--- src/sgeb_pkg.sv ---
// constants and types for the receive elastic buffer
package sgeb_pkg;
    localparam int DEPTH_SMALL = 64;
    localparam int DEPTH_LARGE = 2 * DEPTH_SMALL;
    localparam int PTR_W = 7;
    localparam int OCC_W = 8;
    localparam int PPM_SCALE = 1000000;
    localparam int PPM_WIDE = 200;
    localparam int PPM_NARROW = 100;
    localparam int SLIP_BYTES_WIDE = PPM_SCALE / PPM_WIDE;
    localparam int SLIP_BYTES_NARROW = PPM_SCALE / PPM_NARROW;
    localparam int MAX_FRAME = 1522;
    localparam int REP_10M = 100;
    localparam int REP_100M = 10;
    localparam int FRAME_CYC_10M = MAX_FRAME * REP_10M;
    localparam int FRAME_CYC_100M = MAX_FRAME * REP_100M;
    localparam int HEADROOM_10M = (FRAME_CYC_10M + SLIP_BYTES_WIDE - 1) / SLIP_BYTES_WIDE;
    localparam int HEADROOM_NARROW = (FRAME_CYC_10M + SLIP_BYTES_NARROW - 1) / SLIP_BYTES_NARROW;
    localparam int UNDER_TH = 2;
    localparam int OVER_GAP = 2;
    localparam logic [7:0] SYM_COMMA = 8'hbc;
    localparam logic [7:0] SYM_START = 8'hfb;
    localparam logic [7:0] SYM_TERM = 8'hfd;
    localparam logic [7:0] SYM_IDLE_D = 8'h50;

    typedef struct packed {
        logic [7:0] data;
        logic isK;
        logic err;
    } sgeb_word_t;

    localparam int WORD_W = $bits(sgeb_word_t);

    typedef enum logic {SGEB_WR_PASS, SGEB_WR_SKIP} sgeb_wr_t;
    typedef enum logic {SGEB_RD_HEAD, SGEB_RD_INS} sgeb_rd_t;
endpackage

--- src/sgeb_elastic.sv ---
// receive elastic buffer: link-sampled write side, core-paced read side
`timescale 1ns/100ps
module sgeb_elastic
    import sgeb_pkg::*;
#(
    parameter bit USE_SMALL = 1'b0 // 1 selects the 64-entry variant
)
(
    input wire logic clk, // core clock, 200 MHz
    input wire logic arst_n, // async reset, active low
    input wire logic linkClk, // recovered receive clock, sampled
    input wire sgeb_word_t linkWord, // receive word, changes on linkClk fall
    input wire logic rdReq, // core takes one word
    input wire logic statClr, // clears the sticky flags
    output sgeb_word_t rdWord, // word to the core
    output logic rdValid, // rdWord is new this cycle
    output logic ovfFlag, // sticky overflow
    output logic udfFlag, // sticky underflow
    output logic [OCC_W-1:0] occupancy, // current fill level
    output logic primed // forwarding has started
);
    localparam logic [OCC_W-1:0] DEPTH = USE_SMALL ? OCC_W'(DEPTH_SMALL) : OCC_W'(DEPTH_LARGE);
    localparam logic [OCC_W-1:0] HALF = DEPTH >> 1;
    localparam logic [OCC_W-1:0] OVER_LVL = DEPTH - OCC_W'(OVER_GAP);
    localparam logic [OCC_W-1:0] UNDER_LVL = OCC_W'(UNDER_TH);
    localparam logic [PTR_W-1:0] LAST_ADDR = PTR_W'(DEPTH - 8'h01);

    typedef struct packed {
        logic clkS1;
        logic clkS2;
        logic clkS3;
        sgeb_word_t wS1;
        sgeb_word_t wS2;
        sgeb_wr_t wrSt;
        logic inFrame;
        logic [PTR_W-1:0] wrPtr;
        logic [PTR_W-1:0] rdPtr;
        logic [OCC_W-1:0] occ;
        logic primed;
        sgeb_rd_t rdSt;
        sgeb_word_t outWord;
        logic outValid;
        logic [7:0] idleD;
        logic pendErr;
        logic ovf;
        logic udf;
    } sgeb_state_t;

    sgeb_state_t st_r;
    sgeb_state_t st_nxt;
    sgeb_word_t ramQ;
    logic push;
    logic pop;
    logic dropIdle;
    logic dropOvf;
    logic insIdle;
    logic readUdf;
    logic linkEdge;
    logic isComma;
    logic isStart;
    logic isTerm;
    logic headComma;

    assign linkEdge = st_r.clkS2 && !st_r.clkS3;
    assign isComma = st_r.wS2.isK && st_r.wS2.data == SYM_COMMA;
    assign isStart = st_r.wS2.isK && st_r.wS2.data == SYM_START;
    assign isTerm = st_r.wS2.isK && st_r.wS2.data == SYM_TERM;
    assign headComma = ramQ.isK && ramQ.data == SYM_COMMA;

    always_comb
    begin
        st_nxt = st_r;
        push = 1'b0;
        pop = 1'b0;
        dropIdle = 1'b0;
        dropOvf = 1'b0;
        insIdle = 1'b0;
        readUdf = 1'b0;
        st_nxt.clkS1 = linkClk;
        st_nxt.clkS2 = st_r.clkS1;
        st_nxt.clkS3 = st_r.clkS2;
        st_nxt.wS1 = linkWord;
        st_nxt.wS2 = st_r.wS1;
        st_nxt.outValid = 1'b0;

        // write side: one word per recovered clock rising edge
        if (linkEdge)
        begin
            if (isStart)
            begin
                st_nxt.inFrame = 1'b1;
            end
            else if (isTerm)
            begin
                st_nxt.inFrame = 1'b0;
            end
            unique case (st_r.wrSt)
                SGEB_WR_SKIP:
                begin
                    dropIdle = 1'b1;
                    st_nxt.wrSt = SGEB_WR_PASS;
                end
                SGEB_WR_PASS:
                begin
                    if (!st_r.inFrame && isComma && st_r.occ > HALF)
                    begin
                        dropIdle = 1'b1;
                        st_nxt.wrSt = SGEB_WR_SKIP;
                    end
                    else if (st_r.occ >= OVER_LVL)
                    begin
                        dropOvf = 1'b1;
                    end
                    else
                    begin
                        push = 1'b1;
                    end
                end
            endcase
        end

        // read side: paced by the core
        if (rdReq)
        begin
            st_nxt.outValid = 1'b1;
            unique case (st_r.rdSt)
                SGEB_RD_INS:
                begin
                    st_nxt.outWord = '{data: st_r.idleD, isK: 1'b0, err: 1'b0};
                    st_nxt.rdSt = SGEB_RD_HEAD;
                end
                SGEB_RD_HEAD:
                begin
                    if (!st_r.primed || (headComma && st_r.occ < HALF))
                    begin
                        insIdle = 1'b1;
                        st_nxt.outWord = '{data: SYM_COMMA, isK: 1'b1, err: 1'b0};
                        st_nxt.rdSt = SGEB_RD_INS;
                    end
                    else if (st_r.occ < UNDER_LVL)
                    begin
                        readUdf = 1'b1;
                        st_nxt.outWord = '{data: ramQ.data, isK: ramQ.isK, err: 1'b1};
                    end
                    else
                    begin
                        pop = 1'b1;
                        st_nxt.outWord = '{data: ramQ.data, isK: ramQ.isK, err: ramQ.err | st_r.pendErr};
                        st_nxt.pendErr = 1'b0;
                    end
                end
            endcase
        end

        if (push)
        begin
            st_nxt.wrPtr = (st_r.wrPtr == LAST_ADDR) ? '0 : st_r.wrPtr + PTR_W'(1);
        end
        if (pop)
        begin
            st_nxt.rdPtr = (st_r.rdPtr == LAST_ADDR) ? '0 : st_r.rdPtr + PTR_W'(1);
            if (headComma)
            begin
                st_nxt.idleD = SYM_IDLE_D;
            end
        end
        // a push and a pop together leave the level unchanged
        st_nxt.occ = st_r.occ + OCC_W'(push) - OCC_W'(pop);
        if (st_r.occ >= HALF)
        begin
            st_nxt.primed = 1'b1;
        end
        if (statClr)
        begin
            st_nxt.ovf = 1'b0;
            st_nxt.udf = 1'b0;
        end
        if (dropOvf)
        begin
            st_nxt.ovf = 1'b1;
            st_nxt.pendErr = 1'b1;
        end
        if (readUdf)
        begin
            st_nxt.udf = 1'b1;
        end
    end

    always_ff @(posedge clk or negedge arst_n)
    begin
        if (!arst_n)
        begin
            st_r <= '{wrSt: SGEB_WR_PASS, rdSt: SGEB_RD_HEAD, idleD: SYM_IDLE_D, default: '0};
        end
        else
        begin
            st_r <= st_nxt;
        end
    end

    sgeb_ram u_ram (
        .clk(clk),
        .wrEn(push),
        .wrAddr(st_r.wrPtr),
        .wrData(st_r.wS2),
        .rdAddr(st_nxt.rdPtr),
        .rdData(ramQ)
    );

    assign rdWord = st_r.outWord;
    assign rdValid = st_r.outValid;
    assign ovfFlag = st_r.ovf;
    assign udfFlag = st_r.udf;
    assign occupancy = st_r.occ;
    assign primed = st_r.primed;

    // checks
    property p_small_depth;
        @(posedge clk) disable iff (!arst_n) USE_SMALL |-> DEPTH == OCC_W'(DEPTH_SMALL);
    endproperty
    a_small_depth: assert property (p_small_depth) else $error("small depth wrong");

    property p_large_depth;
        @(posedge clk) disable iff (!arst_n) !USE_SMALL |-> DEPTH == OCC_W'(2 * DEPTH_SMALL) && st_r.occ <= DEPTH;
    endproperty
    a_large_depth: assert property (p_large_depth) else $error("large depth or level wrong");

    property p_no_frame_drop;
        @(posedge clk) disable iff (!arst_n) dropIdle && st_r.wrSt == SGEB_WR_PASS |-> !st_r.inFrame && isComma;
    endproperty
    a_no_frame_drop: assert property (p_no_frame_drop) else $error("frame data dropped");

    property p_rise;
        @(posedge clk) disable iff (!arst_n) push && !pop |=> st_r.occ == $past(st_r.occ) + OCC_W'(1);
    endproperty
    a_rise: assert property (p_rise) else $error("level did not rise on write");

    property p_drop_above_half;
        @(posedge clk) disable iff (!arst_n) dropIdle && st_r.wrSt == SGEB_WR_PASS |-> st_r.occ > HALF;
    endproperty
    a_drop_above_half: assert property (p_drop_above_half) else $error("idle dropped below half");

    property p_slip;
        @(posedge clk) disable iff (!arst_n) SLIP_BYTES_WIDE == 5000 && FRAME_CYC_100M == 15220;
    endproperty
    a_slip: assert property (p_slip) else $error("slip rate wrong");

    property p_headroom;
        @(posedge clk) disable iff (!arst_n)
            !USE_SMALL |-> HEADROOM_10M == 31 && HALF - UNDER_LVL >= OCC_W'(HEADROOM_10M)
            && OVER_LVL - HALF >= OCC_W'(HEADROOM_10M);
    endproperty
    a_headroom: assert property (p_headroom) else $error("headroom short");

    property p_narrow;
        @(posedge clk) disable iff (!arst_n)
            HEADROOM_NARROW == 16 && OCC_W'(DEPTH_SMALL / 2 - UNDER_TH) >= OCC_W'(HEADROOM_NARROW);
    endproperty
    a_narrow: assert property (p_narrow) else $error("narrow headroom short");

    property p_steady;
        @(posedge clk) disable iff (!arst_n) push && pop |=> $stable(st_r.occ);
    endproperty
    a_steady: assert property (p_steady) else $error("level moved on balanced traffic");

    property p_prime;
        @(posedge clk) disable iff (!arst_n) !st_r.primed |-> !pop;
    endproperty
    a_prime: assert property (p_prime) else $error("forwarded before half full");

    property p_ovf;
        @(posedge clk) disable iff (!arst_n) dropOvf |=> ovfFlag && st_r.pendErr;
    endproperty
    a_ovf: assert property (p_ovf) else $error("overflow not flagged");

    property p_udf;
        @(posedge clk) disable iff (!arst_n) readUdf |=> rdValid && rdWord.err && udfFlag;
    endproperty
    a_udf: assert property (p_udf) else $error("underflow not marked");

    property p_ins;
        @(posedge clk) disable iff (!arst_n) insIdle |=> rdValid && rdWord.isK && rdWord.data == SYM_COMMA;
    endproperty
    a_ins: assert property (p_ins) else $error("inserted idle wrong");

    property p_cov_drop;
        @(posedge clk) disable iff (!arst_n) dropIdle;
    endproperty
    c_cov_drop: cover property (p_cov_drop);

    property p_cov_ins;
        @(posedge clk) disable iff (!arst_n) insIdle && st_r.primed;
    endproperty
    c_cov_ins: cover property (p_cov_ins);

    property p_cov_prime;
        @(posedge clk) disable iff (!arst_n) $rose(st_r.primed);
    endproperty
    c_cov_prime: cover property (p_cov_prime);

    property p_cov_frame;
        @(posedge clk) disable iff (!arst_n) $fell(st_r.inFrame);
    endproperty
    c_cov_frame: cover property (p_cov_frame);
endmodule

--- src/sgeb_ram.sv ---
// dual-port storage for the elastic buffer, registered read data
`timescale 1ns/100ps
module sgeb_ram
    import sgeb_pkg::*;
(
    input wire logic clk, // core clock
    input wire logic wrEn, // write strobe
    input wire logic [PTR_W-1:0] wrAddr, // write address
    input wire sgeb_word_t wrData, // write word
    input wire logic [PTR_W-1:0] rdAddr, // read address
    output sgeb_word_t rdData // registered read word
);
    sgeb_word_t mem [DEPTH_LARGE];

    always_ff @(posedge clk)
    begin
        if (wrEn)
        begin
            mem[wrAddr] <= wrData;
        end
        rdData <= mem[rdAddr];
    end
endmodule

--- config.mk ---
export PLATFORM = sky130hd
export DESIGN_NAME = sgeb_elastic
export DESIGN_NICKNAME = d
export VERILOG_FILES = /design/src/sgeb_pkg.sv /design/src/sgeb_elastic.sv /design/src/sgeb_ram.sv
export SDC_FILE = /design/constraint.sdc
export NUM_CORES = 2
export LEC_CHECK = 0
export ABC_AREA = 0
export BUFFER_PORTS_ARGS = -buffer_cell sky130_fd_sc_hd__buf_2
export CORE_AREA = 2 2 333 368
export DETAILED_ROUTE_END_ITERATION = 8
export DIE_AREA = 0 0 335 370
export HOLD_SLACK_MARGIN = 0.1
export PLACE_DENSITY = 0.59
export SETUP_SLACK_MARGIN = 0.4
export SYNTH_ARGS = -nofsm -noshare
export SYNTH_HDL_FRONTEND = slang
export SYNTH_SLANG_ARGS = --single-unit
--- constraint.sdc ---
create_clock -name clk -period 6.3 [get_ports clk]
set_input_delay 0.63 -clock clk [delete_from_list [all_inputs] [get_ports clk]]
set_output_delay 0.63 -clock clk [all_outputs]
set_load 0.005 [all_outputs]
==> impl_metrics.ini <==
[yosys]
synth-compound-area-share_pct = 8.26
synth_top_area_share_pct = 71.4
synth_cell_types = 75
synth_fa_ha_area_share_pct = 0.548
synth_top_family_by_area = simple AND/OR/NAND/NOR gates
synth_ff_type = edfxtp_1
synth_area_mm2 = 0.0539
synth_area_leaders = edfxtp_1, nand2_1, a211oi_1
synth_edf_count = 1280
synthMuxAreaShare_pct = 1.87
synth.avg_cell_area_um2 = 14.4
netlist_instances = 3734
synth-seq-area-share_pct = 74.7
synth_xor_area_share_pct = 0.228
yosysTopAreaCell = edfxtp_1
synthArstFlopShare_pct = 4.66
synth-seq-cells = 1353
yosysWarnings = 0
synth_fp_nets = 3772
synthSimpleGateAreaFrac_pct = 11.8

[sta]
maxSlewViolCount = 0
hold_violations = 0
fmax_mhz = 183
finalClockSkew_ns = 0.0277
fin_setup_tns_ns = 0
whs_ns = 0.350
fin_crit_sh_pct = 86.9
fin_crit_ns = 5.47
relSlewSlack_pct = 9.40
rsz0062_at_grt = false
worst_slew_pin_slew_ns = 1.35
setup_viol = 0

[clock_network]
htree_levels = 4
cts-hold-fix-buffers = 14
postCtsSetupRepairBufs = 0
clockBufferDepth = 3
clkTransAtPathRegs_ns = 0.06
cts_sinks = 1353
clk_latency_ns = 0.77
clock-root-buffer = clkbuf_16
post_cts_resized = 0
cts_tree = done
cts_buffers = 141

[critical_path]
cp_slowest_stage_delay_ns = 0.80
worst-path-max-fanout = 177
cp-end-kind = flop
path_cells = inv_1 > ha_1 > and4bb_4 > a41oi_4 > nand3_4 > and2_4 > inv_16 > buf_4 > a211oi_1 > o41ai_1 > o2111ai_1 > a22o_1 > a311oi_1
worstSetupPathType = reg -> reg
path_delay_family = compound AO/OA/AOI/OAI gates
slowest_stage = o41ai_1
start_kind = flop
cp.required_ns = 6.90
crit_buf_inv = 3
cp_data_arrival_time_ns = 6.08

[drt]
wl_per_cell_um = 27.5
dr.pass1.iters = 6
drt_iter0_markers = 3656
ant_nets = 0
vias = 32600
drt-total-wl_um = 149000
remaining_drc_errors = 0
viasPerCell = 6.01

[floorplanning]
initial_utilization_pct = 44.7
num_rows = 134
die_area_mm2 = 0.124
core_mm2 = 0.120
io_pins = 37
fp.dieW_um = 335
fp.dieH_um = 370

[outcome]
outcome = finished clean

[finish]
stdcell_count = 5424
final_common_cell = edfxtp_1
multi_input_area_mm2 = 0.0123
most-common-layout-cells = edfxtp_1, nand2_1, and3_1
area_growth_syn_to_layout_pct = 12.0
finalInstanceArea_mm2 = 0.0603
nets = 3785
fillers = 10000
seq_area_mm2 = 0.0403
drive_above_1_share_pct = 9.64

[global_routing]
grt.overflow.total = 0
groute.usage.overall_pct = 23.8
grt_max_degree = 181
grt_pass1_wl_um = 216000
antenna_found_initial = 1
grt_pass1_vias = 31100

[placement]
postPlaceCellArea_mm2 = 0.0557
dp_cells = 5153
port_buffers = 36
place_hpwl_um = 84900
gp_congestion = 0.834

[min_path]
hp-class = reg -> reg

[power]
ir_drop_mv = 0.376
p_leak_nw = 20.1
pwr_density_cell_mw_per_mm2 = 448

[job]
maxCapViolations = 0
## area by class of cell
cell class,count,area share [%]
sequential,1353,66.7
multi-input combinational,2068,20.4
clock buffer,188,6.31
tap,1564,3.24
timing repair buffer,151,2.04
clock inverter,65,1.00
inverter,32,0.226
antenna,3,0.0124
## report_power, final
group / switching (mW) / leakage (nW) / internal, mW
Sequential: 0.223 / 12.3 / 10.0
Clock: 3.46 / 2.15 / 4.59
Combinational: 6.16 / 5.60 / 2.57
## Yosys cell counts (24+ instances only)
cell type and instances:
inv_1 30, edfxtp_1 1280, o41ai_1 42, buf_2 96, and3_1 262, a211oi_1 255, nand2_1 616, nor2_1 156
dfrtp_1 63, nand3_1 207, buf_4 33, a32oi_1 54, a31oi_1 77, mux2i_1 95, o21ai_0 24, nand4_1 46
clkbuf_1 129, nor4_1 25
## final timing paths
| path | start | end | slack [ns] | depth (start not counted) |
|---|---|---|---|---|
| setup / recovery | occupancy[6] | u_ram.rdData[7] | 0.83 | 13 |
| hold / removal | st_nxt[56] | st_r[56] | 0.35 | 0 |
| setup reg to reg | occupancy[6] | u_ram.rdData[7] | 0.83 | 13 |
| hold reg to reg | st_nxt[56] | st_r[56] | 0.35 | 0 |
| max in group asynchronous | arst_n | st_r[51] | 5.09 | 3 |
| min in group asynchronous | arst_n | occupancy[0] | 0.59 | 3 |
## registers in the layout, indices dropped and copies added, names as in the netlist
signal and cells:
u_ram.mem 1280, st_r 29, st_nxt 12, rdWord 10
u_ram.rdData 10, occupancy 8, ovfFlag 1, primed 1
rdValid 1, udfFlag 1
## worst register-to-register path: cells and delay by family, from the launching register on
family / cells / cell delay [ns]
AND/OR/NAND/NOR: 3 / 1.02
buffers and inverters: 3 / 1.28
adder cells (fa/ha/maj): 1 / 0.24
flip-flops: 1 / 0.39
AO/OA/AOI/OAI: 6 / 2.40
## kinds of logic after synthesis
family,count (synthesis)
fa+ha+maj,23
mux,100
buf+inv,313
simple gates,1357
xor+xnor,14
compound gates,574
flops,1353
## routing by layer
| layer | global-route usage (%) | vias up | part of all wire, % |
|---|---|---|---|
| li1 | - | 14400 | - |
| met1 | 32.6 | 16600 | 41 |
| met2 | 38.4 | 1277 | 48 |
| met3 | 4.08 | 252 | 7.0 |
| met4 | 8.64 | 0 | 3.2 |
| met5 | 0 | - | 0 |
## through the flow
stage                     utilization (%)  setup WS, ns  total power [mW]
final                                50.1         0.826              27.0
after global routing                 50.1         0.621              27.9
after CTS                            50.1         0.696              27.1
after detailed placement             46.3         0.721              19.1
after global placement               46.3         0.790              19.0
after floorplan                         -          1.69              15.6
No activity file was read; power rests on OpenSTA's default activity.
